[src/logic/sdp_pkg.sv]
/*
 Package for the serial-data pin function control block: register
 offsets, field positions, reset values, function codes and carriers.
 Assumes a register port giving an 8-bit address, write strobe and data.
*/
`default_nettype none
package sdp_pkg;
    // ==========================================================
    // Register map
    localparam logic [7:0] SDP_OUT_PIN_ADDR = 8'h35;
    localparam logic [7:0] SDP_IN_PIN_ADDR = 8'h36;

    // ==========================================================
    // Output-pin register fields
    localparam int SDP_OUT_KEEPER_BIT = 4;
    localparam int SDP_OUT_FUNC_LSB = 1;
    localparam int SDP_OUT_FUNC_MSB = 3;
    localparam int SDP_OUT_GPO_BIT = 0;
    localparam logic SDP_OUT_KEEPER_RESET = 1'h1;
    localparam logic SDP_OUT_GPO_RESET = 1'h0;

    // ==========================================================
    // Input-pin register fields
    localparam int SDP_IN_MODE_LSB = 1;
    localparam int SDP_IN_MODE_MSB = 2;
    localparam int SDP_IN_READ_BIT = 0;

    // Output-pin function codes
    typedef enum logic [2:0]
    {
        SDP_OUT_OFF = 3'h0,
        SDP_OUT_PRIMARY = 3'h1,
        SDP_OUT_GPO = 3'h2,
        SDP_OUT_CLOCK = 3'h3,
        SDP_OUT_INT_FIRST = 3'h4,
        SDP_OUT_INT_SECOND = 3'h5,
        SDP_OUT_SEC_BCLK = 3'h6,
        SDP_OUT_SEC_WCLK = 3'h7
    } sdp_out_func_e;

    // Input-pin mode codes
    typedef enum logic [1:0]
    {
        SDP_IN_OFF = 2'h0,
        SDP_IN_ENABLED = 2'h1,
        SDP_IN_GPI = 2'h2,
        SDP_IN_RESERVED = 2'h3
    } sdp_in_mode_e;

    // Signals that may be routed to the output pin
    typedef struct packed
    {
        logic primary_data;
        logic internal_clock_output;
        logic first_interrupt_line;
        logic second_interrupt_line;
        logic secondary_bclk;
        logic secondary_wclk;
    } sdp_out_src_s;

    // Register port request
    typedef struct packed
    {
        logic wr;
        logic [7:0] addr;
        logic [7:0] wdata;
    } sdp_reg_req_s;
endpackage
`default_nettype wire

[src/logic/sdp_pin_ctrl.sv]
/*
 Serial-data pin function control: selects what drives the serial output
 pin and how the serial input pin is used.
 Assumes all inputs synchronous to clk; the pad applies out_en and keeper.
*/
`timescale 1ns/1ps
`default_nettype none
module sdp_pin_ctrl
    import sdp_pkg::*;
(
    input wire logic clk,
    input wire logic reset,
    input wire sdp_reg_req_s reg_req,
    output logic [7:0] reg_rdata,
    input wire logic [7:0] reg_addr_rd,
    input wire sdp_out_src_s out_src,
    output logic out_pin,
    output logic out_en,
    output logic keeper_en,
    input wire logic in_pin,
    output logic in_buf_en,
    output logic in_data,
    output logic general_purpose_input
);

    // ==========================================================
    // Configuration registers and the sampled input level
    logic keeper_dis;
    sdp_out_func_e out_func;
    logic gpo_level;
    sdp_in_mode_e in_mode;
    logic gpi_value;

    // Software writes; reserved upper bits are not stored
    always_ff @(posedge clk)
    begin
        if (reset)
        begin
            keeper_dis <= SDP_OUT_KEEPER_RESET;
            out_func <= SDP_OUT_PRIMARY;
            gpo_level <= SDP_OUT_GPO_RESET;
        end
        else if (reg_req.wr && reg_req.addr == SDP_OUT_PIN_ADDR)
        begin
            keeper_dis <= reg_req.wdata[SDP_OUT_KEEPER_BIT];
            out_func <= sdp_out_func_e'(reg_req.wdata[SDP_OUT_FUNC_MSB:SDP_OUT_FUNC_LSB]);
            gpo_level <= reg_req.wdata[SDP_OUT_GPO_BIT];
        end
    end

    always_ff @(posedge clk)
    begin
        if (reset)
            in_mode <= SDP_IN_ENABLED;
        else if (reg_req.wr && reg_req.addr == SDP_IN_PIN_ADDR)
            in_mode <= sdp_in_mode_e'(reg_req.wdata[SDP_IN_MODE_MSB:SDP_IN_MODE_LSB]);
    end

    // ==========================================================
    // Output pin routing, registered so the pad sees a clean level
    always_ff @(posedge clk)
    begin
        if (reset)
        begin
            out_pin <= 1'h0;
            out_en <= 1'h0;
        end
        else
        begin
            out_en <= 1'h1;
            case (out_func)
                SDP_OUT_OFF:
                begin
                    out_pin <= 1'h0;
                    out_en <= 1'h0;
                end
                SDP_OUT_PRIMARY: out_pin <= out_src.primary_data;
                SDP_OUT_GPO: out_pin <= gpo_level;
                SDP_OUT_CLOCK: out_pin <= out_src.internal_clock_output;
                SDP_OUT_INT_FIRST: out_pin <= out_src.first_interrupt_line;
                SDP_OUT_INT_SECOND: out_pin <= out_src.second_interrupt_line;
                SDP_OUT_SEC_BCLK: out_pin <= out_src.secondary_bclk;
                SDP_OUT_SEC_WCLK: out_pin <= out_src.secondary_wclk;
                default:
                begin
                    out_pin <= 1'h0;
                    out_en <= 1'h0;
                end
            endcase
        end
    end

    // Keeper is active-low in the register, active-high at the pad
    always_ff @(posedge clk)
    begin
        if (reset)
            keeper_en <= ~SDP_OUT_KEEPER_RESET;
        else
            keeper_en <= ~keeper_dis;
    end

    // ==========================================================
    // Input pin handling; reserved mode treated as powered down
    always_ff @(posedge clk)
    begin
        if (reset)
        begin
            in_buf_en <= 1'h0;
            in_data <= 1'h0;
            gpi_value <= 1'h0;
        end
        else
        begin
            case (in_mode)
                SDP_IN_ENABLED:
                begin
                    in_buf_en <= 1'h1;
                    in_data <= in_pin;
                    gpi_value <= in_pin;
                end
                SDP_IN_GPI:
                begin
                    in_buf_en <= 1'h1;
                    in_data <= 1'h0;
                    gpi_value <= in_pin;
                end
                SDP_IN_RESERVED:
                begin
                    in_buf_en <= 1'h0;
                    in_data <= 1'h0;
                    gpi_value <= 1'h0;
                end
                default:
                begin
                    in_buf_en <= 1'h0;
                    in_data <= 1'h0;
                    gpi_value <= 1'h0;
                end
            endcase
        end
    end

    // Level only meaningful in general-purpose input mode
    always_ff @(posedge clk)
    begin
        if (reset)
            general_purpose_input <= 1'h0;
        else
            general_purpose_input <= (in_mode == SDP_IN_GPI) ? gpi_value : 1'h0;
    end

    // ==========================================================
    // Readback; reserved bits read zero
    always_ff @(posedge clk)
    begin
        if (reset)
            reg_rdata <= 8'h00;
        else
        begin
            reg_rdata <= 8'h00;
            if (reg_addr_rd == SDP_OUT_PIN_ADDR)
            begin
                reg_rdata[SDP_OUT_KEEPER_BIT] <= keeper_dis;
                reg_rdata[SDP_OUT_FUNC_MSB:SDP_OUT_FUNC_LSB] <= out_func;
                reg_rdata[SDP_OUT_GPO_BIT] <= gpo_level;
            end
            else if (reg_addr_rd == SDP_IN_PIN_ADDR)
            begin
                reg_rdata[SDP_IN_MODE_MSB:SDP_IN_MODE_LSB] <= in_mode;
                // Gate on the current mode: gpi_value lags a mode change by one cycle
                reg_rdata[SDP_IN_READ_BIT] <= (in_mode == SDP_IN_ENABLED || in_mode == SDP_IN_GPI)
                    ? gpi_value : 1'h0;
            end
        end
    end

endmodule
`default_nettype wire

[config.mk]
export PLATFORM = sky130hd
export DESIGN_NAME = sdp_pin_ctrl
export DESIGN_NICKNAME = d
export VERILOG_FILES = /design/src/logic/sdp_pkg.sv /design/src/logic/sdp_pin_ctrl.sv
export SDC_FILE = /design/constraint.sdc
export NUM_CORES = 1
export LEC_CHECK = 0
export BUFFER_PORTS_ARGS = -buffer_cell sky130_fd_sc_hd__buf_2
export CAP_MARGIN = 10
export CORE_ASPECT_RATIO = 1.2
export CORE_MARGIN = 2
export CORE_UTILIZATION = 45
export DETAILED_ROUTE_END_ITERATION = 6
export PLACE_DENSITY = 0.81
export SLEW_MARGIN = 20
export SYNTH_ARGS = -nofsm -noshare
export SYNTH_HDL_FRONTEND = slang
export SYNTH_SLANG_ARGS = --single-unit
[constraint.sdc]
create_clock -name clk -period 2.2 [get_ports clk]
set_input_delay 0.11 -clock clk [delete_from_list [all_inputs] [get_ports clk]]
set_output_delay 0.11 -clock clk [all_outputs]
set_load 0.01 [all_outputs]
==> results of run 1 <==
==> power by group through the flow <==
stage	clock network (mW)	logic, mW	registers, mW
after CTS	0.173	0.0660	0.351
after global routing	0.184	0.0723	0.351
after floorplan	0	0.0312	0.361
final	0.172	0.0655	0.351
after global placement	0	0.0625	0.358
after detailed placement	0	0.0659	0.359
==> flip-flops by register name, summed over array words and instances (netlist names) <==
name and cells:
in_mode 2, out_pin 1, out_en 1, keeper_en 1, keeper_dis 1, in_buf_en 1
general_purpose_input 1, in_data 1, gpo_level 1, gpi_value 1, reg_rdata 5, out_func 3
==> placed cells by master, fill, tap and decap left out <==
| cell type | count |
|---|---|
| buf_2 | 41 |
| dfxtp_1 | 19 |
| nor2_1 | 11 |
| mux2i_1 | 10 |
| nand2b_1 | 7 |
| inv_1 | 4 |
| conb_1 | 3 |
| clkbuf_4 | 3 |
| nor3_1 | 2 |
| nand2_1 | 2 |
| nor2b_1 | 2 |
| a22oi_1 | 2 |
| and3_1 | 2 |
| ha_1 | 2 |
| nand4bb_4 | 1 |
| nand3b_1 | 1 |
| nor4b_4 | 1 |
| nor4_2 | 1 |
| mux4_2 | 1 |
| and3b_1 | 1 |
| nor3b_1 | 1 |
| nor4b_1 | 1 |
| nand4b_1 | 1 |
| and4b_1 | 1 |
| a32oi_1 | 1 |
| clkinv_2 | 1 |
==> final cells by class <==
class | instances | area share, %
well taps | 19 | 2.207
inverters | 4 | 1.394
multi-input cells | 54 | 39.49
repair buffers | 41 | 19.05
clock buffers | 3 | 2.091
clock inverters | 1 | 0.4646
flip-flops and latches | 19 | 35.31
==> worst max path at each step <==
stage	from	to	slack [ps]	cells after the start
2_1_floorplan	out_func[0]	out_pin	1040	4
3_3_place_gp	reg_req[14]	out_func[1]	950	4
3_5_place_dp	reg_req[14]	keeper_dis	880	4
4_1_cts	out_func[0]	out_pin	870	3
5_1_grt	out_func[0]	out_pin	830	3
6_report	out_func[0]	out_pin	880	3
==> tightest hold or removal path: cells and delay by family <==
family | cells | cell delay [ps]
multiplexers | 1 | 60
AND/OR/NAND/NOR | 1 | 50
buffers and inverters | 1 | 90
==> through the flow <==
step | hold slack (ps) | power [mW]
floorplan | 265.4 | 0.3919
global placement | 365.2 | 0.4208
detailed placement | 376.6 | 0.4245
CTS | 62.36 | 0.5898
global route | 58.95 | 0.6080
finish | 58.14 | 0.5885
==> kinds of logic (layout without fill, tap and decap cells) <==
family	after synthesis	after routing	synth area share, %
simple gates	35	35	28.53
mux	11	11	14.41
fa+ha+maj	2	2	2.941
flops	19	19	44.71
compound gates	3	3	2.794
buf+inv	10	49	6.176
other cells	1	3	0.4408
==> metal layers <==
metal	vias to the layer above	share of wire (%)
met5	-	0
met4	0	3.5
met3	6	5.2
met2	31	58
met1	339	34
li1	355	-
==> metrics, run 1 <==
Seq cells post-synth 19; Combinational Power Share 11.1%; Req. time, crit path 2420 ps; Via Count 731; Async SR Flop Fraction 0%; Mapped Area 850.8 µm²; RSZ-0062 raised after global routing false; global-route usage over all layers 16.49%; post-CTS setup buffers 0; DR WL/cell 12.45 µm; Worst Tran Pin Value 504.9 ps; Netlist cell types 25; area grow syn2layout 26.62%; Port Buf Inserts 41; Std-Cell Rows 17; worst-path cell chain mux2i_1, mux4_2, nor3_1; dpl hpwl 1479 µm; CP Capture Type flop; hold wc startpoint reg_req[0]; grt met3 use 1.389%; Seq/Total Area, Yosys 44.71%; fillcell total 159; Die ar. 2256 µm²; final worst path period need 1317 ps; post-route ant nets 0; global-route wire length before repair 2753 µm; DRT Pass-1 Iters 4; initial antenna violation count 0; Overflow after GRT 0; drc violations 0; Die Width 43.70 µm; Avg Inst Size Synth 10.50 µm²; VDD IR-drop max 0.2663 mV; reg2reg path depth 3; Worst path slowest cell dfxtp_1; Max-Cap Viols 0; Worst Path Arrival 1540 ps; met1 global-route usage 15.22%; final critical-path share of the clock period 59.88%; TritonCTS clock tree done; Synth Flop Type dfxtp_1; count leader, synth dfxtp_1; Synth area leader dfxtp_1; Synth area leaders dfxtp_1 45%, mux2i_1 12%, nand2b_1 5.1%, nor2_1 4.9%, buf_4 3.5%; skew final 7.023 ps; clock-pin slew on the worst setup and hold paths 110 ps; fin util 59.58%; DP Area 1050 µm²; grt met2 use 32.60%; Hold Path End gpo_level; setup TNS 0 ps; Core Area 1808 µm²; Post-CTS Hold Buffers 0; Clock power frac 29.3%; Root Buffer clkbuf_4; Largest delay share family, worst path multiplexers; Reg area 380.4 µm²; Worst R2R Start out_func[0]; Die Span Y 51.63 µm; list of most frequent post-synthesis cells 19 x dfxtp_1, 11 x nor2_1, 10 x mux2i_1, 7 x nand2b_1; maximum buffer depth of the clock tree 2; total number of yosys warnings 0; largest net degree at the start of global routing 20; GP Congestion 0.7157; cts repair resizes 0; slowest stage delay, CP 510 ps; CP Max Fanout 7; area of the multi-input gates 425.4 µm²; flop-to-flop setup slack 880 ps; Gate Count Post-Synth 81; status completed; final setup fails 0; placed instance count 137; Post-synth EDFFs 0; sequential power share 59.6%; r2r endpoint out_pin; path type of the worst min-delay path in -> reg; Sw Ratio 23.10%; P_sw 0.1359 mW; Final Cell Area 1077 µm²; PwrDens 546.3 nW/µm²; Setup WS pre-CTS 884.6 ps; Initial DRC Count 6; top-area cell type share of the netlist area 44.71%; drt total wl 1756 µm; final std cells w/o fill 141; layout cells sized above 1 40.16%; IO Count 48; Pins Over Slew Limit 0; Setup Crit Path Kind reg -> reg; P_int 0.4525 mW; Worst Hold Path Cells 3; H-tree depth 1; final worst slack 882.7 ps; final hold vios 0; Clock Latency Late Sink 290 ps; Final #Nets 159; CTS buffer count 3; headroom to the max-slew limit 66.20%; clk sinks 19; Critical Path Source Type flop; vias in the first global route 682; antenna diode count 0; Crit path buffers/inverters 0; Peak Freq 759.1 MHz; GRT busiest layer met2; Lkg Pwr 0.5265 nW; vias per cell 5.184; starting density of the core 47.06%
(Power assumes the default switching activity.)
==> run 2: changes to the inputs <==
--- a/config.mk
+++ b/config.mk
@@ -5,13 +5,14 @@
 export SDC_FILE = /design/constraint.sdc
 export NUM_CORES = 1
 export LEC_CHECK = 0
+export ABC_AREA = 1
 export BUFFER_PORTS_ARGS = -buffer_cell sky130_fd_sc_hd__buf_2
 export CAP_MARGIN = 10
 export CORE_ASPECT_RATIO = 1.2
 export CORE_MARGIN = 2
-export CORE_UTILIZATION = 45
+export CORE_UTILIZATION = 39
 export DETAILED_ROUTE_END_ITERATION = 6
-export PLACE_DENSITY = 0.81
+export PLACE_DENSITY = 0.73
 export SLEW_MARGIN = 20
 export SYNTH_ARGS = -nofsm -noshare
 export SYNTH_HDL_FRONTEND = slang
==> constraint.sdc (replaced) <==
create_clock -name clk -period 1.1 [get_ports clk]
set_input_delay 0.055 -clock clk [delete_from_list [all_inputs] [get_ports clk]]
set_output_delay 0.055 -clock clk [all_outputs]
set_load 0.01 [all_outputs]
==> run 2 against run 1 <==
Against the previous run: via count increased by 25%; die area rose by 22%; critical path type unchanged; flip-flop and latch count stayed put; cell area grew 13%; clock skew fell by 6.3 ps; largest cell class unchanged; highest routed layer unchanged.
==> metrics, run 2 <==
CP Max Fanout 3 (was 7); Req. time, crit path 1330 ps (was 2420 ps); drc violations 0 (unchanged); Port Buf Inserts 41 (unchanged); Seq/Total Area, Yosys 41.53% (was 44.71%); initial antenna violation count 0 (unchanged); TritonCTS clock tree done (unchanged); global-route wire length before repair 3160 µm (was 2753 µm); hold wc startpoint reg_req[1] (was reg_req[0]); CTS buffer count 3 (unchanged); Core Area 2258 µm² (was 1808 µm²); CP Capture Type flop (unchanged); max reg flops 5 (unchanged); Worst path slowest cell dfxtp_2 (was dfxtp_1); total number of yosys warnings 0 (unchanged); Max-Cap Viols 0 (unchanged); count leader, synth nor2_1 (was dfxtp_1); Synth Flop Type dfxtp_1 (unchanged); Post-synth EDFFs 0 (unchanged); most frequent cells in the layout 41 x buf_2, 24 x nor2_1, 23 x nand3_1 (was 41 x buf_2, 19 x dfxtp_1, 11 x nor2_1); fillcell total 227 (was 159); Reg area 382.9 µm² (was 380.4 µm²); Via Count 915 (was 731); path type of the worst min-delay path in -> reg (unchanged); Pins Over Slew Limit 0 (unchanged); top-area cell type share of the netlist area 41.53% (was 44.71%); H-tree depth 1 (unchanged); final std cells w/o fill 208 (was 141); Die Span Y 57.09 µm (was 51.63 µm); final worst slack 72.43 ps (was 882.7 ps); Async SR Flop Fraction 0% (unchanged); Seq cells post-synth 19 (unchanged); list of most frequent post-synthesis cells 24 x nor2_1, 23 x nand3_1, 21 x inv_1, 20 x nand2_1, 19 x dfxtp_1 (was 19 x dfxtp_1, 11 x nor2_1, 10 x mux2i_1, 7 x nand2b_1); global-route usage over all layers 15.80% (was 16.49%); status completed (unchanged); layout cells sized above 1 33.90% (was 40.16%); Initial DRC Count 13 (was 6); Clock Latency Late Sink 290 ps (about the same); antenna diode count 0 (unchanged); PwrDens 978.0 nW/µm² (was 546.3 nW/µm²); DRT Pass-1 Iters 4 (unchanged); Gate Count Post-Synth 130 (was 81); vias per cell 4.399 (was 5.184); Die Width 48.24 µm (was 43.70 µm); Netlist cell types 18 (was 25); Lkg Pwr 0.6389 nW (was 0.5265 nW); vias in the first global route 845 (was 682); flop-to-flop setup slack 70 ps (was 880 ps); Worst R2R Start in_mode[0] (was out_func[0]); IO Count 48 (unchanged); final worst path period need 1028 ps (was 1317 ps); area of the multi-input gates 450.4 µm² (was 425.4 µm²); skew final 0.7070 ps (was 7.023 ps); Peak Freq 973.2 MHz (was 759.1 MHz); Synth area leader dfxtp_1 (unchanged); starting density of the core 40.55% (was 47.06%); worst-path cell chain inv_2, ha_4, inv_1, nand2_1, nor2_1, nand3_1, o21ai_1 (was mux2i_1, mux4_2, nor3_1); drt total wl 1796 µm (was 1756 µm); largest net degree at the start of global routing 11 (was 20); final hold vios 0 (unchanged); commonest non-fill, non-tap cell in the layout buf_2 (unchanged); Mapped Area 915.9 µm² (was 850.8 µm²); clk sinks 19 (unchanged); post-route ant nets 0 (unchanged); Root Buffer clkbuf_4 (unchanged); Overflow after GRT 0 (unchanged); Critical Path Source Type flop (unchanged); Final #Nets 214 (was 159); Worst Path Arrival 1260 ps (was 1540 ps); Die ar. 2754 µm² (was 2256 µm²); placed instance count 202 (was 137); Setup Crit Path Kind reg -> reg (unchanged); dpl hpwl 1518 µm (was 1479 µm); most flop-heavy register reg_rdata (unchanged); maximum buffer depth of the clock tree 2 (unchanged); VDD IR-drop max 0.4780 mV (was 0.2663 mV); RSZ-0062 raised after global routing false (unchanged); final critical-path share of the clock period 93.42% (was 59.88%); Setup WS pre-CTS -21.96 ps (was 884.6 ps); Synth area leaders dfxtp_1 42%, nand3_1 13%, nor2_1 9.8%, inv_1 8.6%, nand2_1 8.2% (was dfxtp_1 45%, mux2i_1 12%, nand2b_1 5.1%, nor2_1 4.9%, buf_4 3.5%); slowest stage delay, CP 340 ps (was 510 ps); Largest regs reg_rdata: 5 flops, out_func: 3 flops, in_mode: 2 flops (unchanged); post-CTS setup buffers 0 (unchanged); Std-Cell Rows 19 (was 17); GP Congestion 0.8137 (was 0.7157); Crit. Startpoint in_mode[0] (was out_func[0]); clock-pin slew on the worst setup and hold paths 100 ps (was 110 ps); Avg Inst Size Synth 7.045 µm² (was 10.50 µm²); area grow syn2layout 32.51% (was 26.62%); final setup fails 0 (unchanged); DR WL/cell 8.635 µm (was 12.45 µm)
==> run 2: worst max-delay path, delay by kind of cell, from the launching register on <==
family	cells	cell delay, ps
flip-flops	1	340
adder cells (fa/ha/maj)	1	240
AND/OR/NAND/NOR	3	210
buffers and inverters	2	100
AO/OA/AOI/OAI	1	80
==> run 2: logic make-up (layout without fill, tap and decap cells) <==
family                     after synthesis  count (layout)  synth area share (%)
AOI/OAI and AO/OA                        6               6                 3.688
and+or+nand+nor                         77              77                 40.16
other                                    1               3                0.4094
buffers and inverters                   25              70                 11.48
adders and majority gates                2               2                 2.732
DFF                                     19              19                 41.53
==> run 2: cell type report <==
type	instances	area share, %
clock buffers	4	2.165
inverters	22	6.804
multi-input cells	88	37.11
flip-flops and latches	19	31.55
well taps	31	3.196
repair buffers	44	19.18
==> run 2: timing repair <==
action / CTS / global route
setup endpoints to repair: 1 / 1
pin swaps: 0 / 1
endpoints found under the hold margin: 2 / 0
hold buffers: 2 / 0
gates resized for setup: 1 / 3
==> run 2: layer usage <==
layer,part of all wire [%],routed length (µm),global-route usage [%],vias to the layer above
li1,-,-,-,489
met1,39,699,17.79,388
met2,52,940,25.00,31
met3,6.0,107,4.430,7
met4,2.7,48,9.653,0
met5,0,0,0,-
==> run 2: per-stage QoR <==
stage	instance area (µm²)	hold WS [ps]	setup TNS, ps	util [%]	total power, mW
after floorplan	923.4	121.7	0	-	0.7919
after global placement	1152	274.0	0	51.02	0.8585
after global routing	1214	4.628	0	53.74	1.256
final	1214	0.4962	0	53.74	1.187
after CTS	1211	0.2999	0	53.63	1.194
after detailed placement	1152	279.5	-21.96	51.02	0.8630
==> run 2: report_power, final <==
group | switching [mW] | internal (mW) | leakage, nW | total (mW)
logic | 0.0794 | 0.0699 | 0.469 | 0.149
clock network | 0.195 | 0.141 | 0.0150 | 0.336
registers | 0.00330 | 0.698 | 0.155 | 0.702
total | 0.278 | 0.909 | 0.639 | 1.19
==> run 2: path summary, 6_finish.rpt <==
kind,to,cells past startpoint
worst max-delay path,reg_rdata[0],7
worst min-delay path,out_func[0],3
worst min register to register,general_purpose_input,2
worst max register to register,reg_rdata[0],7
